### src/verilog/plg_consts.svh
/*
  Constants of the protection lock guard: register offsets, field
  positions, reset values, link command codes and timing counts.
  Assumes a 40 MHz system clock and a byte-wide register window.

*/
`ifndef PLG_CONSTS_SVH
`define PLG_CONSTS_SVH

`define PLG_OFF_STATUS 8'h00
`define PLG_OFF_VCFG1 8'h04
`define PLG_OFF_CFG 8'h08
`define PLG_OFF_KEY_LO 8'h0c
`define PLG_OFF_KEY_HI 8'h10
`define PLG_OFF_IRQ_STAT 8'h14
`define PLG_OFF_IRQ_CLR 8'h18
`define PLG_OFF_IRQ_EN 8'h1c
`define PLG_OFF_OTP 8'h20
`define PLG_OFF_CTRL 8'h24

`define PLG_VCFG_FRZ 0
`define PLG_CTRL_ERRCLR 0
`define PLG_CFG_PER 1
`define PLG_CFG_PW 2
`define PLG_CFG_RDP 5
`define PLG_CFG_RST 8'hff
`define PLG_OTP_RST 8'hff
`define PLG_KEY_RST 64'hffffffffffffffff
`define PLG_KEY_BYTES 4'h8

`define PLG_CMD_NONE 8'h00
`define PLG_CMD_LOCK_CLR 8'ha6
`define PLG_CMD_UNLOCK 8'he9
`define PLG_CMD_KEY_PROG 8'he8
`define PLG_CMD_CFG_PROG 8'h2f
`define PLG_CMD_PB_PROG 8'hfd
`define PLG_CMD_PB_ERASE 8'he4
`define PLG_CMD_VSB_WR 8'hfb
`define PLG_CMD_OTP_PROG 8'h42
`define PLG_CMD_SRST 8'hf0

`define PLG_CLK_HZ 40000000
`define PLG_RATE_US 100
`define PLG_RATE_CYC (`PLG_RATE_US * (`PLG_CLK_HZ / 1000000))

`endif

### src/verilog/plg_pkg.sv
/*
  Types shared by the protection lock guard modules.
  Assumes nothing beyond a SystemVerilog compiler.
*/
package plg_pkg;
  typedef enum logic [1:0] {
    ST_IDLE = 2'b00,
    ST_OPC = 2'b01,
    ST_DATA = 2'b10
  } plg_st_e;
  typedef logic [7:0] plg_byte_t;
endpackage

### src/verilog/plg_sync.sv
/*
  Two-stage synchroniser for a group of unrelated pin levels.
  Assumes every input bit is a slow level seen on its own.
*/
`timescale 1ns/1ps
module plg_sync #(
  parameter int W = 4,
  parameter logic [W-1:0] RST_VAL = '1
) (
  input wire logic clk_i, // system clock
  input wire logic rst_i, // synchronous reset
  input wire logic [W-1:0] d_i, // asynchronous pin levels
  output logic [W-1:0] q_o // synchronised levels
);
  logic [W-1:0] meta_q;
  always_ff @(posedge clk_i) begin
    if (rst_i) begin
      meta_q <= RST_VAL;
      q_o <= RST_VAL;
    end else begin
      meta_q <= d_i;
      q_o <= meta_q;
    end
  end
endmodule

### src/verilog/plg_rx.sv
/*
  Serial command receiver: finds link clock edges, shifts bytes in
  most significant bit first and marks frame start and end.
  Assumes synchronised inputs and a link clock far slower than clk_i.
*/
`timescale 1ns/1ps
module plg_rx (
  input wire logic clk_i, // system clock
  input wire logic rst_i, // synchronous reset
  input wire logic sck_i, // link clock level
  input wire logic cs_n_i, // frame select, active low
  input wire logic si_i, // serial data in
  output logic start_o, // frame begins, pulse
  output logic byte_vld_o, // byte complete, pulse
  output plg_pkg::plg_byte_t byte_o, // received byte
  output logic end_o // frame ends, pulse
);
  import plg_pkg::*;
  logic sck_q, cs_q;
  logic [6:0] sh_q;
  logic [2:0] bit_q;
  wire rise_w = sck_i & ~sck_q & ~cs_n_i;
  always_ff @(posedge clk_i) begin
    if (rst_i) begin
      sck_q <= 1'b0;
      cs_q <= 1'b1;
      sh_q <= 7'h00;
      bit_q <= 3'h0;
      start_o <= 1'b0;
      end_o <= 1'b0;
      byte_vld_o <= 1'b0;
      byte_o <= 8'h00;
    end else begin
      sck_q <= sck_i;
      cs_q <= cs_n_i;
      start_o <= cs_q & ~cs_n_i;
      end_o <= ~cs_q & cs_n_i;
      byte_vld_o <= rise_w & (bit_q == 3'h7);
      if (cs_n_i) begin
        bit_q <= 3'h0;
      end else if (rise_w) begin
        sh_q <= {sh_q[5:0], si_i};
        bit_q <= bit_q + 3'h1;
        if (bit_q == 3'h7) begin
          byte_o <= {sh_q, si_i};
        end
      end
    end
  end
endmodule

### src/verilog/plg_top.sv
/*
  Protection lock guard: lock flag, password unlock with rate limit,
  persistent and volatile sector bits, scheme selection, one-time
  region freeze and read redirection, with a Wishbone register port.
  Assumes a serial host on the link pins and a classic Wishbone master.
*/
// Chosen here: the address map and register access over Wishbone.
`timescale 1ns/1ps
`include "plg_consts.svh"
module plg_top #(
  parameter int NSECT = 128,
  parameter int AW = 23,
  parameter logic [AW-1:0] BOOT_ADDR = '0,
  parameter int RATE_CYC = `PLG_RATE_CYC
) (
  input wire logic clk_i, // 40 MHz system clock
  input wire logic rst_i, // power-on reset, synchronous
  input wire logic wb_cyc_i, // bus cycle
  input wire logic wb_stb_i, // bus strobe
  input wire logic wb_we_i, // write enable
  input wire logic [3:0] wb_sel_i, // byte enables
  input wire logic [7:0] wb_adr_i, // byte address
  input wire logic [31:0] wb_dat_i, // write data
  output logic [31:0] wb_dat_o, // read data
  output logic wb_ack_o, // acknowledge
  input wire logic link_sck_i, // link clock pin
  input wire logic link_cs_n_i, // link select pin
  input wire logic link_si_i, // link data pin
  input wire logic hw_rst_n_i, // hardware reset pin
  input wire logic [AW-1:0] rd_addr_i, // requested read address
  output logic [AW-1:0] rd_addr_o, // address used for array and ECC
  output logic [NSECT-1:0] sector_prot_o, // sector write-protected
  output logic busy_o, // unlock check or rate wait in progress
  output logic irq_o // interrupt, level
);
  import plg_pkg::*;
  localparam int SW = $clog2(NSECT);
  localparam int TW = $clog2(RATE_CYC + 1);

  logic [3:0] pin_s;
  logic fr_start, fr_end, b_vld;
  plg_byte_t b_dat;

  // Pins rest at their idle levels, so reset shows no false link edge.
  plg_sync #(.W(4), .RST_VAL(4'hc)) u_sync (
    .clk_i(clk_i),
    .rst_i(rst_i),
    .d_i({hw_rst_n_i, link_cs_n_i, link_sck_i, link_si_i}),
    .q_o(pin_s)
  );

  plg_rx u_rx (
    .clk_i(clk_i),
    .rst_i(rst_i),
    .sck_i(pin_s[1]),
    .cs_n_i(pin_s[2]),
    .si_i(pin_s[0]),
    .start_o(fr_start),
    .byte_vld_o(b_vld),
    .byte_o(b_dat),
    .end_o(fr_end)
  );

  plg_st_e st_q, st_d;
  plg_byte_t cmd_q, cfg_q, otp_q;
  logic [3:0] cnt_q, stat_q, en_q;
  logic [63:0] kbuf_q, key_q;
  logic [NSECT-1:0] pb_q, vsb_q;
  logic [TW-1:0] tmr_q;
  logic lock_q, busy_q, perr_q, freeze_q, failw_q;
  logic [31:0] rdat_w;

  // Hardware reset pin, already synchronised.
  wire hw_rst = ~pin_s[3];
  // Password scheme wins if both scheme bits were programmed.
  wire pw_mode = ~cfg_q[`PLG_CFG_PW];
  wire per_mode = ~cfg_q[`PLG_CFG_PER] & ~pw_mode;
  wire opc_w = b_vld && (st_q == ST_OPC);
  wire dat_w = b_vld && (st_q == ST_DATA);
  wire first_w = dat_w && (cnt_q == 4'h0);
  wire end_w = fr_end && (st_q == ST_DATA);
  wire is_srst = opc_w && (b_dat == `PLG_CMD_SRST);
  wire refuse_w = opc_w && busy_q && !is_srst;
  wire take_w = opc_w && !busy_q;
  wire is_lclr = take_w && (b_dat == `PLG_CMD_LOCK_CLR);
  wire unl_op = take_w && (b_dat == `PLG_CMD_UNLOCK);
  wire is_unl = unl_op && pw_mode;
  wire is_erase = take_w && (b_dat == `PLG_CMD_PB_ERASE);
  wire pb_prog = first_w && (cmd_q == `PLG_CMD_PB_PROG);
  wire vsb_wr = first_w && (cmd_q == `PLG_CMD_VSB_WR);
  wire otp_wr = first_w && (cmd_q == `PLG_CMD_OTP_PROG) && !freeze_q;
  wire cfg_wr = first_w && (cmd_q == `PLG_CMD_CFG_PROG);
  wire key_wr = end_w && (cmd_q == `PLG_CMD_KEY_PROG)
    && (cnt_q == `PLG_KEY_BYTES) && !pw_mode;
  wire eval_w = end_w && (cmd_q == `PLG_CMD_UNLOCK) && pw_mode;
  // All 64 bits must have arrived; a short or long frame fails.
  wire match_w = (cnt_q == `PLG_KEY_BYTES) && (kbuf_q == key_q);
  wire good_w = eval_w && match_w;
  wire bad_w = eval_w && !match_w;
  wire pb_try = pb_prog || is_erase;
  wire pb_ok = pb_try && lock_q;
  wire pb_fail = pb_try && !lock_q;
  wire release_w = failw_q && (tmr_q == '0) && !perr_q;
  wire [NSECT-1:0] one_w = {{(NSECT - 1){1'b0}}, 1'b1};
  wire [NSECT-1:0] hot_w = one_w << b_dat[SW-1:0];
  wire rd_prot_w = pw_mode && !cfg_q[`PLG_CFG_RDP] && !lock_q;

  // Command frame sequencing.
  always_comb begin
    st_d = st_q;
    unique case (st_q)
      ST_IDLE: if (fr_start) st_d = ST_OPC;
      ST_OPC: if (b_vld) st_d = ST_DATA;
      ST_DATA: st_d = ST_DATA;
      default: st_d = ST_IDLE;
    endcase
    if (fr_end) st_d = ST_IDLE;
  end

  always_ff @(posedge clk_i) begin
    if (rst_i || hw_rst) begin
      st_q <= ST_IDLE;
      cmd_q <= `PLG_CMD_NONE;
      cnt_q <= 4'h0;
      kbuf_q <= 64'h0;
    end else begin
      st_q <= st_d;
      if (opc_w) begin
        cmd_q <= refuse_w ? `PLG_CMD_NONE : b_dat;
        cnt_q <= 4'h0;
      end else if (dat_w) begin
        cnt_q <= cnt_q + {3'h0, cnt_q != 4'hf};
        kbuf_q <= {kbuf_q[55:0], b_dat};
      end
    end
  end

  // Lock flag: power-on reset sets it; hardware reset follows the scheme.
  always_ff @(posedge clk_i) begin
    if (rst_i) begin
      lock_q <= 1'b1;
    end else if (hw_rst) begin
      lock_q <= !pw_mode;
    end else if (is_lclr) begin
      lock_q <= 1'b0;
    end else if (good_w) begin
      lock_q <= 1'b1;
    end
  end
  // A software reset has no branch above, so the flag holds.

  // Busy and error: a wrong key keeps busy for the full interval.
  // Soft reset cannot release busy, so it gives no faster retries.
  always_ff @(posedge clk_i) begin
    if (rst_i || hw_rst) begin
      busy_q <= 1'b0;
      failw_q <= 1'b0;
      tmr_q <= '0;
    end else begin
      if (is_unl) begin
        busy_q <= 1'b1;
      end else if (good_w) begin
        busy_q <= 1'b0;
      end else if (release_w) begin
        busy_q <= 1'b0;
      end
      if (bad_w) begin
        failw_q <= 1'b1;
        tmr_q <= TW'(RATE_CYC);
      end else begin
        if (release_w) failw_q <= 1'b0;
        if (tmr_q != '0) tmr_q <= tmr_q - TW'(1);
      end
    end
  end

  wire errclr_w;
  always_ff @(posedge clk_i) begin
    if (rst_i || hw_rst) begin
      perr_q <= 1'b0;
    end else if (bad_w || pb_fail) begin
      perr_q <= 1'b1;
    end else if (errclr_w || is_srst) begin
      perr_q <= 1'b0;
    end
  end

  // Non-volatile cells: only the power-on reset restores erased values.
  always_ff @(posedge clk_i) begin
    if (rst_i) begin
      pb_q <= '1;
      cfg_q <= `PLG_CFG_RST;
      otp_q <= `PLG_OTP_RST;
    end else begin
      if (is_erase && pb_ok) begin
        pb_q <= '1;
      end else if (pb_prog && pb_ok) begin
        pb_q <= pb_q & ~hot_w;
      end
      cfg_q <= cfg_wr ? (cfg_q & b_dat) : cfg_q;
      otp_q <= otp_wr ? (otp_q & b_dat) : otp_q;
    end
  end

  always_ff @(posedge clk_i) begin
    if (rst_i || hw_rst) begin
      vsb_q <= '1;
    end else if (vsb_wr) begin
      vsb_q <= b_dat[7] ? (vsb_q | hot_w) : (vsb_q & ~hot_w);
    end
  end

  // Wishbone slave: one wait state, ack for one cycle per request.
  wire wb_req = wb_cyc_i & wb_stb_i;
  wire wb_wr = wb_req & wb_we_i & wb_ack_o;
  wire [31:0] wmask = {{8{wb_sel_i[3]}}, {8{wb_sel_i[2]}},
    {8{wb_sel_i[1]}}, {8{wb_sel_i[0]}}};
  wire [31:0] wbits = wb_dat_i & wmask;
  wire wr_vcfg = wb_wr && (wb_adr_i == `PLG_OFF_VCFG1);
  wire wr_klo = wb_wr && (wb_adr_i == `PLG_OFF_KEY_LO) && !pw_mode;
  wire wr_khi = wb_wr && (wb_adr_i == `PLG_OFF_KEY_HI) && !pw_mode;
  wire wr_clr = wb_wr && (wb_adr_i == `PLG_OFF_IRQ_CLR);
  wire wr_en = wb_wr && (wb_adr_i == `PLG_OFF_IRQ_EN);
  assign errclr_w = wb_wr && (wb_adr_i == `PLG_OFF_CTRL)
    && wbits[`PLG_CTRL_ERRCLR];
  wire [31:0] key_lo_w = pw_mode ? 32'h0 : key_q[31:0];
  wire [31:0] key_hi_w = pw_mode ? 32'h0 : key_q[63:32];

  always_comb begin
    unique case (wb_adr_i)
      `PLG_OFF_STATUS: rdat_w = {26'h0, per_mode, pw_mode, freeze_q,
        lock_q, perr_q, busy_q};
      `PLG_OFF_VCFG1: rdat_w = {31'h0, freeze_q};
      `PLG_OFF_CFG: rdat_w = {24'h0, cfg_q};
      `PLG_OFF_KEY_LO: rdat_w = key_lo_w;
      `PLG_OFF_KEY_HI: rdat_w = key_hi_w;
      `PLG_OFF_IRQ_STAT: rdat_w = {28'h0, stat_q};
      `PLG_OFF_IRQ_EN: rdat_w = {28'h0, en_q};
      `PLG_OFF_OTP: rdat_w = {24'h0, otp_q};
      default: rdat_w = 32'h0;
    endcase
  end

  always_ff @(posedge clk_i) begin
    if (rst_i) begin
      wb_ack_o <= 1'b0;
      wb_dat_o <= 32'h0;
    end else begin
      wb_ack_o <= wb_req & ~wb_ack_o;
      if (wb_req & ~wb_ack_o) wb_dat_o <= rdat_w;
    end
  end

  // The key can only lose ones; a one over a zero is silently ignored.
  always_ff @(posedge clk_i) begin
    if (rst_i) begin
      key_q <= `PLG_KEY_RST;
      freeze_q <= 1'b0;
    end else begin
      if (key_wr) begin
        key_q <= key_q & kbuf_q;
      end else begin
        if (wr_klo) key_q[31:0] <= key_q[31:0] & (wb_dat_i | ~wmask);
        if (wr_khi) key_q[63:32] <= key_q[63:32] & (wb_dat_i | ~wmask);
      end
      if (wr_vcfg && wbits[`PLG_VCFG_FRZ]) freeze_q <= 1'b1;
    end
  end

  // Events: unlock pass, unlock fail, command refused, busy ended.
  wire busy_fall = busy_q && (good_w || release_w || hw_rst);
  wire [3:0] ev_w = {busy_fall, refuse_w || pb_fail || unl_op && !pw_mode,
    bad_w, good_w};
  wire [3:0] stat_d = (stat_q & ~(wr_clr ? wbits[3:0] : 4'h0)) | ev_w;

  always_ff @(posedge clk_i) begin
    if (rst_i) begin
      stat_q <= 4'h0;
      en_q <= 4'h0;
      irq_o <= 1'b0;
      busy_o <= 1'b0;
      rd_addr_o <= '0;
      sector_prot_o <= '0;
    end else begin
      stat_q <= stat_d;
      if (wr_en) en_q <= (en_q & ~wmask[3:0]) | wbits[3:0];
      irq_o <= |(stat_q & en_q);
      busy_o <= busy_q;
      rd_addr_o <= rd_prot_w ? BOOT_ADDR : rd_addr_i;
      sector_prot_o <= ~pb_q | ~vsb_q;
    end
  end
endmodule

### config.mk
export PLATFORM = sky130hd
export DESIGN_NAME = plg_top
export DESIGN_NICKNAME = d
export VERILOG_FILES = /design/src/verilog/plg_pkg.sv /design/src/verilog/plg_sync.sv /design/src/verilog/plg_rx.sv /design/src/verilog/plg_top.sv
export VERILOG_INCLUDE_DIRS = /design/src /design/src/verilog
export SDC_FILE = /design/constraint.sdc
export NUM_CORES = 1
export LEC_CHECK = 0
export BUFFER_PORTS_ARGS = -buffer_cell sky130_fd_sc_hd__buf_4
export CORE_ASPECT_RATIO = 2
export CORE_UTILIZATION = 39
export CTS_BUF_LIST = sky130_fd_sc_hd__clkbuf_16
export CTS_CLUSTER_DIAMETER = 60
export DETAILED_ROUTE_END_ITERATION = 6
export PLACE_DENSITY_LB_ADDON = 0.05
export SLEW_MARGIN = 20
export SYNTH_ARGS = -nofsm -noshare
export SYNTH_HDL_FRONTEND = slang
export SYNTH_SLANG_ARGS = --single-unit
export TNS_END_PERCENT = 10
### constraint.sdc
create_clock -name clk_i -period 2.6 [get_ports clk_i]
set_clock_uncertainty 0.2 [all_clocks]
set_input_delay 0.52 -clock clk_i [delete_from_list [all_inputs] [get_ports clk_i]]
set_output_delay 0.52 -clock clk_i [all_outputs]
set_load 0.03 [all_outputs]
==> out/qor.json <==
{
  "detailed_routing": {
    "detail_route.drc_violations": 0,
    "totalWireLength_um": 89550,
    "firstDrtPassIters": 6,
    "vias": 21120,
    "postRouteAntennaNets": 0,
    "detail_route.iter0.violations": 1493,
    "wl_cell_um": 24.04,
    "drt-vias-per-instance": 5.670
  },
  "sta": {
    "max_freq_mhz": 391.6,
    "finalWorstPathRequiredPeriod_ns": 2.554,
    "timing.slew.headroom": 0.5893,
    "setup_viol": 0,
    "final.period_utilization": 0.9822,
    "whs_ns": 0.07053,
    "worstMarginPinSlew_ns": 0.6152,
    "worst_slack_ns": 0.04637,
    "timing_max_transition_violations_final": 0,
    "hold_viol_final": 0,
    "grt_setup_unrepaired": "true"
  },
  "clock_tree": {
    "bufs_on_longest_clock_path": 3,
    "post_cts_setup_repair_bufs": 0,
    "clk_root_buffer_cell": "sky130_fd_sc_hd__clkbuf_16",
    "clkSlewWorstSetupHoldPaths_ns": 0.08,
    "tritoncts.num_buffers": 58,
    "clkLatencyLatePin_ns": 0.64,
    "htree_levels": 2,
    "tritoncts": "yes",
    "clock_sinks": 656
  },
  "finish": {
    "antenna_cell_count": 0,
    "layout-drive-gt1-share": 0.2086,
    "mostFrequentLayoutCell": "sky130_fd_sc_hd__dfxtp_1",
    "regArea_um2": 13140,
    "final_nets": 3039,
    "final_cell_mix": "650 x sky130_fd_sc_hd__dfxtp_1, 429 x sky130_fd_sc_hd__buf_4, 322 x sky130_fd_sc_hd__nand2_1, 221 x sky130_fd_sc_hd__a21oi_1, 156 x sky130_fd_sc_hd__o21ai_0",
    "area_growth_syn_to_layout_pct": 26.56,
    "footprint_of_the_multi_input_gates_um2": 10490,
    "fill_cell_total_of_the_finished_layout": 5834,
    "final_cell_area_um2": 30690
  },
  "synth": {
    "number_of_enable_flip_flop_cells_after_synthesis": 0,
    "synth_cell_type_count": 67,
    "yosysSeqAreaShare": 0.5416,
    "ys.flop_type": "sky130_fd_sc_hd__dfxtp_1",
    "synth-warning-count": 0,
    "syn-cell-area_um2": 24250,
    "netlist_instances": 2537,
    "syn-mean-instance-area_um2": 9.558,
    "synth_top_cells_by_area": "sky130_fd_sc_hd__dfxtp_1 54%, sky130_fd_sc_hd__nand2_1 5.0%, sky130_fd_sc_hd__a21oi_1 4.6%",
    "synth_largest_area_cell": "sky130_fd_sc_hd__dfxtp_1",
    "postSynthNetCount": 2686,
    "post-synth-top-area-fraction": 0.5416,
    "synth.ff_latch_count": 656,
    "proportion_of_synthesized_flip_flops_having_asynchronous_set_or_reset": 0
  },
  "worst_setup_path": {
    "timing.rr.end": "tmr_q[9]",
    "cp.arrival_ns": 2.84,
    "r2r.worst_path.cells": 8,
    "reg2reg_slack_ns": 0.05,
    "r2r-start": "key_q[45]",
    "setup.worst_path.start": "key_q[45]",
    "endpoint_kind": "register",
    "critPathLaunchType": "register",
    "crit_required_ns": 2.89,
    "setup.worst_path.end": "tmr_q[9]",
    "timing.setup.critical_path_class": "register to register",
    "worst-path-max-fanout": 8
  },
  "grt": {
    "pin_count_of_the_biggest_net_entering_global_routing": 83,
    "globalRoute.totalOverflow": 0,
    "grt_pass1_wl_um": 132800,
    "gr_busiest_metal": "met2",
    "track_usage": 0.2821,
    "use_met1": 0.2957,
    "use_met2": 0.5176,
    "antenna_found_initial": 0,
    "grt_pass1_vias": 21150,
    "met3_usage": 0.03235
  },
  "power": {
    "seq_power_share": 0.519,
    "internal_dissipation_uw": 14980,
    "p_leak_uw": 0.01146,
    "vdd.ir_drop.worst_uv": 507.6,
    "power_switching_uw": 4474,
    "combPwrFrac": 0.033,
    "power_density_nw_per_um2": 633.8,
    "power_switching_share": 0.2300,
    "share_clk_of_total_power": 0.448
  },
  "worst_hold_path": {
    "holdCritPathClass": "primary input to register"
  },
  "placed_design": {
    "gp_congestion": 0.9201,
    "dpl.hpwl_um": 64360,
    "io_buffer_count": 261,
    "post_dp_cell_area_um2": 28310,
    "preCtsSetupSlack_ns": -0.3151
  },
  "floorplanning": {
    "die_h_um": 354.6,
    "initial_utilization": 0.3933,
    "std_cell_rows": 129,
    "die_width_um": 178.3,
    "floorplan.core_area_um2": 61660,
    "dieArea_um2": 63240,
    "pin_count": 262
  },
  "outcome": {
    "status": "finished, final reports clean"
  },
  "flow_run": {
    "max_cap_viol_count": 0
  }
}
## stage by stage
| step | utilization | TNS, ns | instances | power, uW |
|---|---|---|---|---|
| after floorplan | - | 0 | 2537 | 10610 |
| after global placement | 0.4592 | -5.278 | 3585 | 10920 |
| after detailed placement | 0.4592 | -4.462 | 3585 | 10920 |
| after CTS | 0.4964 | 0 | 3725 | 19630 |
| after global routing | 0.4977 | -0.08622 | 3725 | 20080 |
| final | 0.4977 | 0 | 3725 | 19450 |
## power groups by stage
stage	clock network [uW]	registers [uW]	logic, uW
floorplan	0	10400	250
global placement	0	10300	602
detailed placement	0	10300	603
CTS	8910	10100	643
global route	9320	10100	684
finish	8720	10100	644
## cells in the mapped netlist (5+ instances only)
master,n
sky130_fd_sc_hd__a22o_1,28
sky130_fd_sc_hd__nor4_1,22
sky130_fd_sc_hd__buf_2,36
sky130_fd_sc_hd__nor2b_1,20
sky130_fd_sc_hd__nand2b_1,26
sky130_fd_sc_hd__a31oi_1,7
sky130_fd_sc_hd__o21ai_0,156
sky130_fd_sc_hd__a211oi_1,5
sky130_fd_sc_hd__and4_1,5
sky130_fd_sc_hd__mux2i_1,18
sky130_fd_sc_hd__clkbuf_1,153
sky130_fd_sc_hd__or4_1,5
sky130_fd_sc_hd__nand3b_1,6
sky130_fd_sc_hd__xor2_1,7
sky130_fd_sc_hd__a221oi_1,5
sky130_fd_sc_hd__dfxtp_1,656
sky130_fd_sc_hd__o22ai_1,32
sky130_fd_sc_hd__a21boi_0,31
sky130_fd_sc_hd__a21o_1,132
sky130_fd_sc_hd__and2_1,30
sky130_fd_sc_hd__a22oi_1,28
sky130_fd_sc_hd__nor4_2,5
sky130_fd_sc_hd__a21oi_1,221
sky130_fd_sc_hd__a211o_1,31
sky130_fd_sc_hd__ha_1,73
sky130_fd_sc_hd__nand3_1,100
sky130_fd_sc_hd__nor2_1,85
sky130_fd_sc_hd__nor3_1,18
sky130_fd_sc_hd__nand4_1,14
sky130_fd_sc_hd__buf_1,8
sky130_fd_sc_hd__inv_1,15
sky130_fd_sc_hd__or2_2,6
sky130_fd_sc_hd__a221o_1,33
sky130_fd_sc_hd__o211ai_1,126
sky130_fd_sc_hd__nand2_1,325
## worst min path at each step
stage	from	to	slack, ns	cells after the start
2_1_floorplan	u_sync.meta_q[2]	u_sync.q_o[2]	0.19	1
3_3_place_gp	u_sync.meta_q[2]	u_sync.q_o[2]	0.20	1
3_5_place_dp	u_sync.meta_q[3]	u_sync.q_o[3]	0.20	1
4_1_cts	wb_dat_i[16]	key_q[16]	0.05	4
5_1_grt	rst_i	register	0.07	2
6_report	wb_dat_i[23]	key_q[23]	0.07	4
## cells by family after synthesis
family | count (synthesis) | synth area share
muxes | 19 | 0.007894
adders and majority gates | 73 | 0.03767
DFF | 656 | 0.5416
xor gates and xnor gates | 11 | 0.003973
and+or+nand+nor | 702 | 0.1395
buffers and inverters | 213 | 0.03514
AOI/OAI and AO/OA | 863 | 0.2343
## layer usage
| metal | part of all wire | vias to the layer above | routed length (um) |
|---|---|---|---|
| met1 | 0.35 | 10330 | 31530 |
| met4 | 0.073 | 0 | 6543 |
| met2 | 0.53 | 724 | 47340 |
| met5 | 0 | - | 0 |
| met3 | 0.046 | 230 | 4135 |
| li1 | - | 9837 | - |
## final cells by class
| class | instances | share of cell area |
|---|---|---|
| repair buffers | 491 | 0.1347 |
| multi-input cells | 1668 | 0.3418 |
| flip-flops and latches | 656 | 0.4282 |
| clock inverters | 50 | 0.01341 |
| clock buffers | 59 | 0.04811 |
| inverters | 15 | 0.001835 |
| well taps | 786 | 0.03205 |
## critical path: stages (launching register included)
cell,delay (ns)
sky130_fd_sc_hd__dfxtp_1,0.44
sky130_fd_sc_hd__ha_1,0.28
sky130_fd_sc_hd__nor4_1,0.36
sky130_fd_sc_hd__nand2_1,0.21
sky130_fd_sc_hd__nor4_4,0.31
sky130_fd_sc_hd__buf_4,0.20
sky130_fd_sc_hd__a311o_1,0.19
sky130_fd_sc_hd__buf_6,0.13
sky130_fd_sc_hd__o21ai_0,0.10
## repair_timing
action                     4_1_cts  5_1_grt
hold buffers                    31        0
hold endpoints to repair        31        0
pin swaps                        3        0
resized for setup               17       17
setup endpoints to repair       19      118
Note: power is estimated with default switching activity, not from simulation.
